==> config.mk <==
export PLATFORM = sky130hd
export DESIGN_NAME = security_sublayer_encap
export DESIGN_NICKNAME = d
export VERILOG_FILES = /design/src/include/sec_encap_pkg.sv /design/src/security_sublayer_encap.sv
export SDC_FILE = /design/constraint.sdc
export NUM_CORES = 1
export LEC_CHECK = 0
export ABC_AREA = 1
export BUFFER_PORTS_ARGS = -buffer_cell sky130_fd_sc_hd__buf_2
export CORE_AREA = 2 2 206 208
export CTS_CLUSTER_SIZE = 14
export DETAILED_ROUTE_END_ITERATION = 6
export DIE_AREA = 0 0 208 210
export HOLD_SLACK_MARGIN = 0.03
export MAX_ROUTING_LAYER = met4
export PLACE_DENSITY = 0.82
export RECOVER_POWER = 100
export SKIP_LAST_GASP = 1
export SLEW_MARGIN = 20
export SYNTH_ARGS = -nofsm -noshare
export SYNTH_HDL_FRONTEND = slang
export SYNTH_HIERARCHICAL = 1
export SYNTH_SLANG_ARGS = --single-unit
==> constraint.sdc <==
create_clock -name clk_i -period 4.25 [get_ports clk_i]
set_input_delay 0.6375 -clock clk_i [delete_from_list [all_inputs] [get_ports clk_i]]
set_output_delay 0.6375 -clock clk_i [all_outputs]
set_load 0.02 [all_outputs]
==> src/include/sec_encap_pkg.sv <==
// shared types and constants of the security sublayer packet path
// assumes one 100 MHz clock and stream partners on the same clock
package sec_encap_pkg;

    localparam int DATA_W = 32;
    localparam int FIFO_DEPTH = 4;
    localparam int SYNC_W = 96;
    localparam int MACID_W = 12;
    localparam int PILOT_W = 12;
    localparam int CONN_W = 16;
    localparam int ATTR_W = 16;
    localparam int FRAME_W = 40;
    localparam int ATTR_ISFL_BIT = 0;
    localparam int ATTR_STICKY_BIT = 1;
    localparam logic [15:0] DEFAULT_CIPHER_SUBTYPE_CONST = 16'h0000;
    localparam logic SECURE_MODE_ON_RST = 1'b0;
    localparam logic [SYNC_W-1:0] SYNC_RST = 96'h0;

    typedef struct packed {
        logic [DATA_W-1:0] data;
        logic sop;
        logic eop;
        logic secure_flag;
    } beat_t;

    // channel info offered by the lower MAC for cryptosync
    typedef struct packed {
        logic [MACID_W-1:0] macid;
        logic [PILOT_W-1:0] pilot_pn;
        logic [CONN_W-1:0] connect_count;
        logic is_fl;
        logic is_sticky;
        logic [FRAME_W-1:0] frame_index;
    } chan_info_t;

    typedef enum logic [1:0] {ST_IDLE, ST_PASS, ST_DROP} path_state_t;

endpackage

==> src/security_sublayer_encap.sv <==
// security sublayer packet path: tx and rx with default stages
// assumes partners on clk_i; an external checker gives auth verdict per rx packet
`timescale 1ns/10ps
`default_nettype none

module sec_fifo #(
    parameter int WIDTH = 35,
    parameter int DEPTH = 4
) (
    input wire logic clk_i,
    input wire logic nrst_i,
    input wire logic in_valid_i,
    output logic in_ready_o,
    input wire logic [WIDTH-1:0] in_data_i,
    output logic out_valid_o,
    input wire logic out_ready_i,
    output logic [WIDTH-1:0] out_data_o
);
    localparam int AW = $clog2(DEPTH);
    typedef struct packed {
        logic [AW-1:0] wr;
        logic [AW-1:0] rd;
        logic [AW:0] cnt;
    } fifo_state_t;

    fifo_state_t s_q, s_d;
    logic [WIDTH-1:0] mem_q [DEPTH];
    logic push, pop;

    assign in_ready_o = (s_q.cnt != (AW+1)'(DEPTH));
    assign out_valid_o = (s_q.cnt != '0);
    assign out_data_o = mem_q[s_q.rd];
    assign push = in_valid_i && in_ready_o;
    assign pop = out_valid_o && out_ready_i;

    always_comb begin
        s_d = s_q;
        if (push) begin
            s_d.wr = (s_q.wr == AW'(DEPTH-1)) ? '0 : s_q.wr + 1'b1;
        end
        if (pop) begin
            s_d.rd = (s_q.rd == AW'(DEPTH-1)) ? '0 : s_q.rd + 1'b1;
        end
        s_d.cnt = s_q.cnt + (AW+1)'(push) - (AW+1)'(pop);
    end

    always_ff @(posedge clk_i or negedge nrst_i) begin
        if (!nrst_i) begin
            s_q <= '0;
        end else begin
            s_q <= s_d;
        end
    end

    always_ff @(posedge clk_i) begin
        if (push) begin
            mem_q[s_q.wr] <= in_data_i;
        end
    end
endmodule // sec_fifo

// Overview of operation
// tx packet with secure flag clear leaves unchanged, no security stage
// rx packet with secure flag clear delivered upward unchanged
// every packet carries its secure flag through both directions
// secured tx: one cryptosync per packet from destination channel, held
// secured tx: encryption uses cryptosync and key, passes to authentication
// secured tx: authentication builds packet, security stage forwards to MAC
// secured rx: cryptosync built from lower MAC channel info first
// secured rx: strip security header/trailer, pass payload and sync on
// secured rx: verify signature; failing packets discarded, never decrypted
// secured rx: decrypt after verify passes, deliver plaintext upward
// security headers and trailers optional, zero length allowed
// default cipher leaves payload unchanged, adds no header or trailer
// default cipher forwards tx to authentication, rx to upper layer
// default cipher subtype constant reads zero
// on reset every cipher attribute takes its default value
// secure mode on at terminal forces secure flag on every tx packet
// default security stage adds no header and no trailer
// packets are word streams with valid/ready, sop/eop, flag on first word
module security_sublayer_encap
    import sec_encap_pkg::*;
(
    input wire logic clk_i,
    input wire logic nrst_i,
    input wire logic secure_mode_on_i,
    input wire logic is_terminal_i,
    input wire sec_encap_pkg::chan_info_t tx_chan_i,
    input wire sec_encap_pkg::chan_info_t rx_chan_i,
    input wire logic auth_pass_valid_i,
    input wire logic auth_pass_i,
    input wire logic up_tx_valid_i,
    output logic up_tx_ready_o,
    input wire sec_encap_pkg::beat_t up_tx_beat_i,
    output logic mac_tx_valid_o,
    input wire logic mac_tx_ready_i,
    output sec_encap_pkg::beat_t mac_tx_beat_o,
    output logic [SYNC_W-1:0] tx_sync_o,
    input wire logic mac_rx_valid_i,
    output logic mac_rx_ready_o,
    input wire sec_encap_pkg::beat_t mac_rx_beat_i,
    output logic up_rx_valid_o,
    input wire logic up_rx_ready_i,
    output sec_encap_pkg::beat_t up_rx_beat_o,
    output logic [SYNC_W-1:0] rx_sync_o,
    output logic rx_drop_o,
    output logic [15:0] cipher_subtype_o
);
    import sec_encap_pkg::*;

    typedef struct packed {
        path_state_t tx_st;
        logic tx_sec;
        logic [SYNC_W-1:0] tx_sync;
        path_state_t rx_st;
        logic rx_sec;
        logic [SYNC_W-1:0] rx_sync;
        logic rx_drop;
        logic mode_on;
    } top_state_t;

    top_state_t s_q, s_d;
    beat_t tx_beat, rx_beat;
    logic tx_fifo_ready, tx_take, rx_take, rx_wait, rx_fifo_ready, rx_push;

    function automatic logic [SYNC_W-1:0] make_sync(input chan_info_t c);
        logic [ATTR_W-1:0] attr;
        attr = '0;
        attr[ATTR_ISFL_BIT] = c.is_fl;
        attr[ATTR_STICKY_BIT] = c.is_sticky;
        return {c.macid, c.pilot_pn, c.connect_count, attr, c.frame_index};
    endfunction

    // default cipher and default security stage are identity on the payload
    function automatic beat_t default_stages(input beat_t b);
        return b;
    endfunction

    assign cipher_subtype_o = DEFAULT_CIPHER_SUBTYPE_CONST;

    // transmit: up stream into fifo toward the lower MAC
    assign tx_take = up_tx_valid_i && tx_fifo_ready;
    assign up_tx_ready_o = tx_fifo_ready;

    always_comb begin
        tx_beat = up_tx_beat_i;
        if (s_q.mode_on && is_terminal_i) begin
            tx_beat.secure_flag = 1'b1;
        end else if (up_tx_beat_i.sop || s_q.tx_st == ST_IDLE) begin
            tx_beat.secure_flag = up_tx_beat_i.secure_flag;
        end else begin
            tx_beat.secure_flag = s_q.tx_sec;
        end
        if (tx_beat.secure_flag) begin
            // encrypt, authenticate and frame, each default stage unchanged
            tx_beat = default_stages(tx_beat);
        end // else bypass R01
    end

    // receive: verdict gating on the first word, then fifo upward
    assign rx_wait = (s_q.rx_st == ST_IDLE) && mac_rx_beat_i.sop
        && mac_rx_beat_i.secure_flag && !auth_pass_valid_i;
    assign mac_rx_ready_o = !rx_wait && (s_q.rx_st == ST_DROP || rx_fifo_ready
        || (s_q.rx_st == ST_IDLE && mac_rx_beat_i.secure_flag && !auth_pass_i));
    assign rx_take = mac_rx_valid_i && mac_rx_ready_o;

    always_comb begin
        rx_beat = mac_rx_beat_i;
        if (s_q.rx_st != ST_IDLE) begin
            rx_beat.secure_flag = s_q.rx_sec;
        end
        if (rx_beat.secure_flag) begin
            rx_beat = default_stages(rx_beat);
        end // else passthrough R02
    end

    assign rx_push = rx_take && (s_q.rx_st == ST_PASS
        || (s_q.rx_st == ST_IDLE && (!mac_rx_beat_i.secure_flag || auth_pass_i)));

    always_comb begin
        s_d = s_q;
        s_d.rx_drop = 1'b0;
        s_d.mode_on = secure_mode_on_i;
        if (tx_take) begin
            if (s_q.tx_st == ST_IDLE || up_tx_beat_i.sop) begin
                s_d.tx_sec = tx_beat.secure_flag;
                if (tx_beat.secure_flag) begin
                    s_d.tx_sync = make_sync(tx_chan_i);
                end
                s_d.tx_st = up_tx_beat_i.eop ? ST_IDLE : ST_PASS;
            end else if (up_tx_beat_i.eop) begin
                s_d.tx_st = ST_IDLE;
            end
        end
        if (rx_take) begin
            unique case (s_q.rx_st)
                ST_IDLE: begin
                    s_d.rx_sec = mac_rx_beat_i.secure_flag;
                    if (mac_rx_beat_i.secure_flag) begin
                        s_d.rx_sync = make_sync(rx_chan_i);
                    end
                    if (mac_rx_beat_i.secure_flag && !auth_pass_i) begin
                        s_d.rx_drop = 1'b1;
                        s_d.rx_st = mac_rx_beat_i.eop ? ST_IDLE : ST_DROP;
                    end else begin
                        s_d.rx_st = mac_rx_beat_i.eop ? ST_IDLE : ST_PASS;
                    end
                end
                ST_PASS, ST_DROP: begin
                    if (mac_rx_beat_i.eop) begin
                        s_d.rx_st = ST_IDLE;
                    end
                end
            endcase
        end
    end

    always_ff @(posedge clk_i or negedge nrst_i) begin
        if (!nrst_i) begin
            s_q.tx_st <= ST_IDLE;
            s_q.tx_sec <= 1'b0;
            s_q.tx_sync <= SYNC_RST;
            s_q.rx_st <= ST_IDLE;
            s_q.rx_sec <= 1'b0;
            s_q.rx_sync <= SYNC_RST;
            s_q.rx_drop <= 1'b0;
            s_q.mode_on <= SECURE_MODE_ON_RST;
        end else begin
            s_q <= s_d;
        end
    end

    assign tx_sync_o = s_q.tx_sync;
    assign rx_sync_o = s_q.rx_sync;
    assign rx_drop_o = s_q.rx_drop;

    sec_fifo #(.WIDTH($bits(beat_t)), .DEPTH(FIFO_DEPTH)) u_tx_fifo (
        .clk_i(clk_i),
        .nrst_i(nrst_i),
        .in_valid_i(up_tx_valid_i),
        .in_ready_o(tx_fifo_ready),
        .in_data_i(tx_beat),
        .out_valid_o(mac_tx_valid_o),
        .out_ready_i(mac_tx_ready_i),
        .out_data_o(mac_tx_beat_o)
    );

    sec_fifo #(.WIDTH($bits(beat_t)), .DEPTH(FIFO_DEPTH)) u_rx_fifo (
        .clk_i(clk_i),
        .nrst_i(nrst_i),
        .in_valid_i(rx_push),
        .in_ready_o(rx_fifo_ready),
        .in_data_i(rx_beat),
        .out_valid_o(up_rx_valid_o),
        .out_ready_i(up_rx_ready_i),
        .out_data_o(up_rx_beat_o)
    );
endmodule // security_sublayer_encap

`default_nettype wire

==> reports/metrics.csv <==
metric,value,unit
max_freq,280,MHz
synth_edf_count,280,
setup_tns,0,ns
netlist_instances,1900,
synth_top_family_by_area,simple AND/OR/NAND/NOR gates,
p_leak,10.3,nW
synthArstFlopShare,39.8,%
crit_type,flop to primary output,
globalRouteTotalUtil,22.1,%
grt_pass1_vias,14100,
grt_start_max_net_pins,122,
ys.flop_type,edfxtp_1,
viasPerCell,4.98,
drt_iter0_drc,805,
cts_tree,built,
syn_area,20400,sq um
first_pass_iters,7,
dpl.hpwl,33200,microns
fin_crit_sh,84.1,%
grt_pass1_wl,74200,microns
avgSynthCellArea,10.8,sq um
drc,0,
die_w,208,microns
yosys-top-cells-count,"650 x nand2_1, 280 x edfxtp_1, 215 x buf_4",
final_layout_size_suffix_gt1_share,13.5,%
synth_largest_area_cell,edfxtp_1,
num-fill-cells,3519,
synth.most_common_cell,nand2_1,
crit_fanout,38,
rows,75,
cellPowerDensity,759,nW/um^2
utilization,55.5,%
outcome,finished with violations,
max-slew-margin-rel,-81.2,%
synth-simple-area-share,15.7,%
synth.top_cell.area_share,41.1,%
violations,"capacitance limit, slew limit",
place_congestion,0.855,
cts_htree_levels,2,
clock-root-buffer,clkbuf_16,
crit_required,3.61,ns
dieArea,43700,sq um
clk_latency,0.57,ns
startpoint_type,flop,
synth_cell_types,29,
fin_crit,3.58,ns
start_util,49.3,%
synth_compound_area_share,5.25,%
p_comb_share,36.7,%
crit_path_end_kind,primary output,
clkTransAtPathRegs,0.06,ns
drv_slew,345,
finalSetupViolations,0,
via_count,13900,
routed_wl,48100,microns
synthMuxAreaShare,0,%
synth_seq_cells,465,
seqPwrFrac,39.3,%
ys_seq_area_share,63.8,%
sw_frac_of_total,40.7,%
antenna_left,0,
post_drt_wl_per_cell,17.3,microns
cts_hold_buf,0,
power_switching,7.11,mW
core_region_area,41500,sq um
clk_path_buf_depth,3,
ys_warn_count,6,
cts_resized,0,
grt_remaining_overflow,0,
top_level_ports,527,
worstMarginPinSlew,2.72,ns
p_int,10.3,mW
finalHoldViolations,0,
grt_antenna_before_repair,11,
port_buffers,482,
post_cts_buffers,0,
synth-adder-area-share,1.24,%
ir_drop,489,uV
cts_inserted_buffers,47,
finalNetCount,2464,
clock_skew,0.0155,ns
drv_cap,7,
area_growth,12.5,%
cts_sinks,465,
power.clock.fraction,24.0,%
synth_xor_area_share,0.0857,%
hold_path.class,primary input to flop,
rsz0062_at_grt,false,
critPathArrivalTime,2.94,ns
die_h,210,microns
synth.area.top_cells,"edfxtp_1 41%, dfrtp_1 23%, nand2_1 12%",
==> stage by stage <==
step / setup WS [ns] / hold slack, ns / instances / power, mW / cell area, sq um
global placement: 1.29 / 0.449 / 2688 / 13.4 / 21800
detailed placement: 1.15 / 0.453 / 2689 / 13.6 / 21800
CTS: 0.965 / 0.137 / 2776 / 17.9 / 23400
finish: 0.674 / 0.175 / 2790 / 17.5 / 23000
global route: 0.482 / 0.145 / 2789 / 18.5 / 23000
floorplan: 0.945 / 0.342 / 1943 / 12.3 / 20600
==> worst max-delay path, cell delays in order, from the launching register on <==
cell	delay, ns
dfrtp_1	0.36
buf_4	0.28
inv_1	1.04
o211ai_1	0.26
nand2_1	0.16
clkbuf_1	0.24
==> sequential cells by signal (all words and copies together), names as in the netlist <==
signal           cells
u_rx_fifo/mem_q    140
u_tx_fifo/mem_q    140
rx_sync_o           82
tx_sync_o           82
u_rx_fifo/s_q        7
u_tx_fifo/s_q        7
s_q                  6
rx_drop_o            1
==> routing by layer <==
layer	GRT usage (%)	up-vias	share of wire (%)	wire (microns)
met3	5.01	134	6.4	3090
li1	-	6555	-	-
met2	36.9	524	50	24200
met5	-	-	0	0
met4	11.5	0	5.0	2410
met1	25.1	6682	38	18500
==> cells by family (layout without fill, tap and decap cells) <==
family | Yosys count | count (layout)
DFF | 465 | 465
adders and majority gates | 19 | 19
xor gates and xnor gates | 2 | 2
other | 1 | 56
buffers and inverters | 477 | 773
AOI/OAI and AO/OA | 144 | 144
and+or+nand+nor | 792 | 792
==> power groups by stage <==
stage          Combinational (mW)  Sequential (mW)  Clock (mW)
2_1_floorplan                5.67             6.67           0
3_3_place_gp                 6.35             7.02           0
3_5_place_dp                 6.55             7.08           0
4_1_cts                      6.57             7.02        4.28
5_1_grt                      7.01             6.99        4.46
6_report                     6.40             6.86        4.19
==> cell type report <==
class | instances | area (sq um) | area share, %
Antenna cell | 12 | 30.0 | 0.131
Clock buffer | 61 | 1270 | 5.52
Clock inverter | 26 | 307 | 1.33
Inverter | 179 | 672 | 2.92
Multi-Input combinational cell | 1001 | 4720 | 20.5
Sequential cell | 465 | 13000 | 56.7
Tap cell | 539 | 674 | 2.93
Timing Repair Buffer | 507 | 2280 | 9.92
==> cell usage in the layout (no fill, tap or decap), types with 2 or more instances in the layout <==
master      synthesis  final
nand2_2            21     20
nor2_1             21     17
clkinv_2            0      5
edfxtp_1          280    280
nand2_4             2      2
nor2_4              0      4
inv_1             176    179
nand4_1             2      2
nand3_1            92     93
fa_1                2      2
clkinv_1            0      8
nand2_1           650    651
clkinvlp_4          0      2
dfrtp_4             0      2
bufinv_16           0      6
clkbuf_2            0      5
clkinv_8            0      2
buf_4             215     16
clkbuf_16           0     48
diode_2             0     12
ha_1               17     17
buf_16              0      3
dfrtp_1           185    183
o211ai_1          141    141
conb_1              1     44
clkbuf_8            0      2
o21ai_0             2      2
buf_2              41    179
clkbuf_1           12    314
==> final timing paths <==
path / start / end / slack [ns] / cells past startpoint
worst max-delay path: u_rx_fifo/s_q[4] / up_rx_beat_o[5] / 0.67 / 5
worst min-delay path: secure_mode_on_i / s_q[0] / 0.17 / 1
worst max register to register: s_q[99] / u_rx_fifo/mem_q[1][32] / 0.79 / 10
worst min register to register: tx_sync_o[4] / tx_sync_o[4] / 0.47 / 2
max in group asynchronous: nrst_i / u_tx_fifo/s_q[3] / 1.35 / 1
min in group asynchronous: nrst_i / tx_sync_o[58] / 0.88 / 1
No activity file was read; power rests on OpenSTA's default activity.
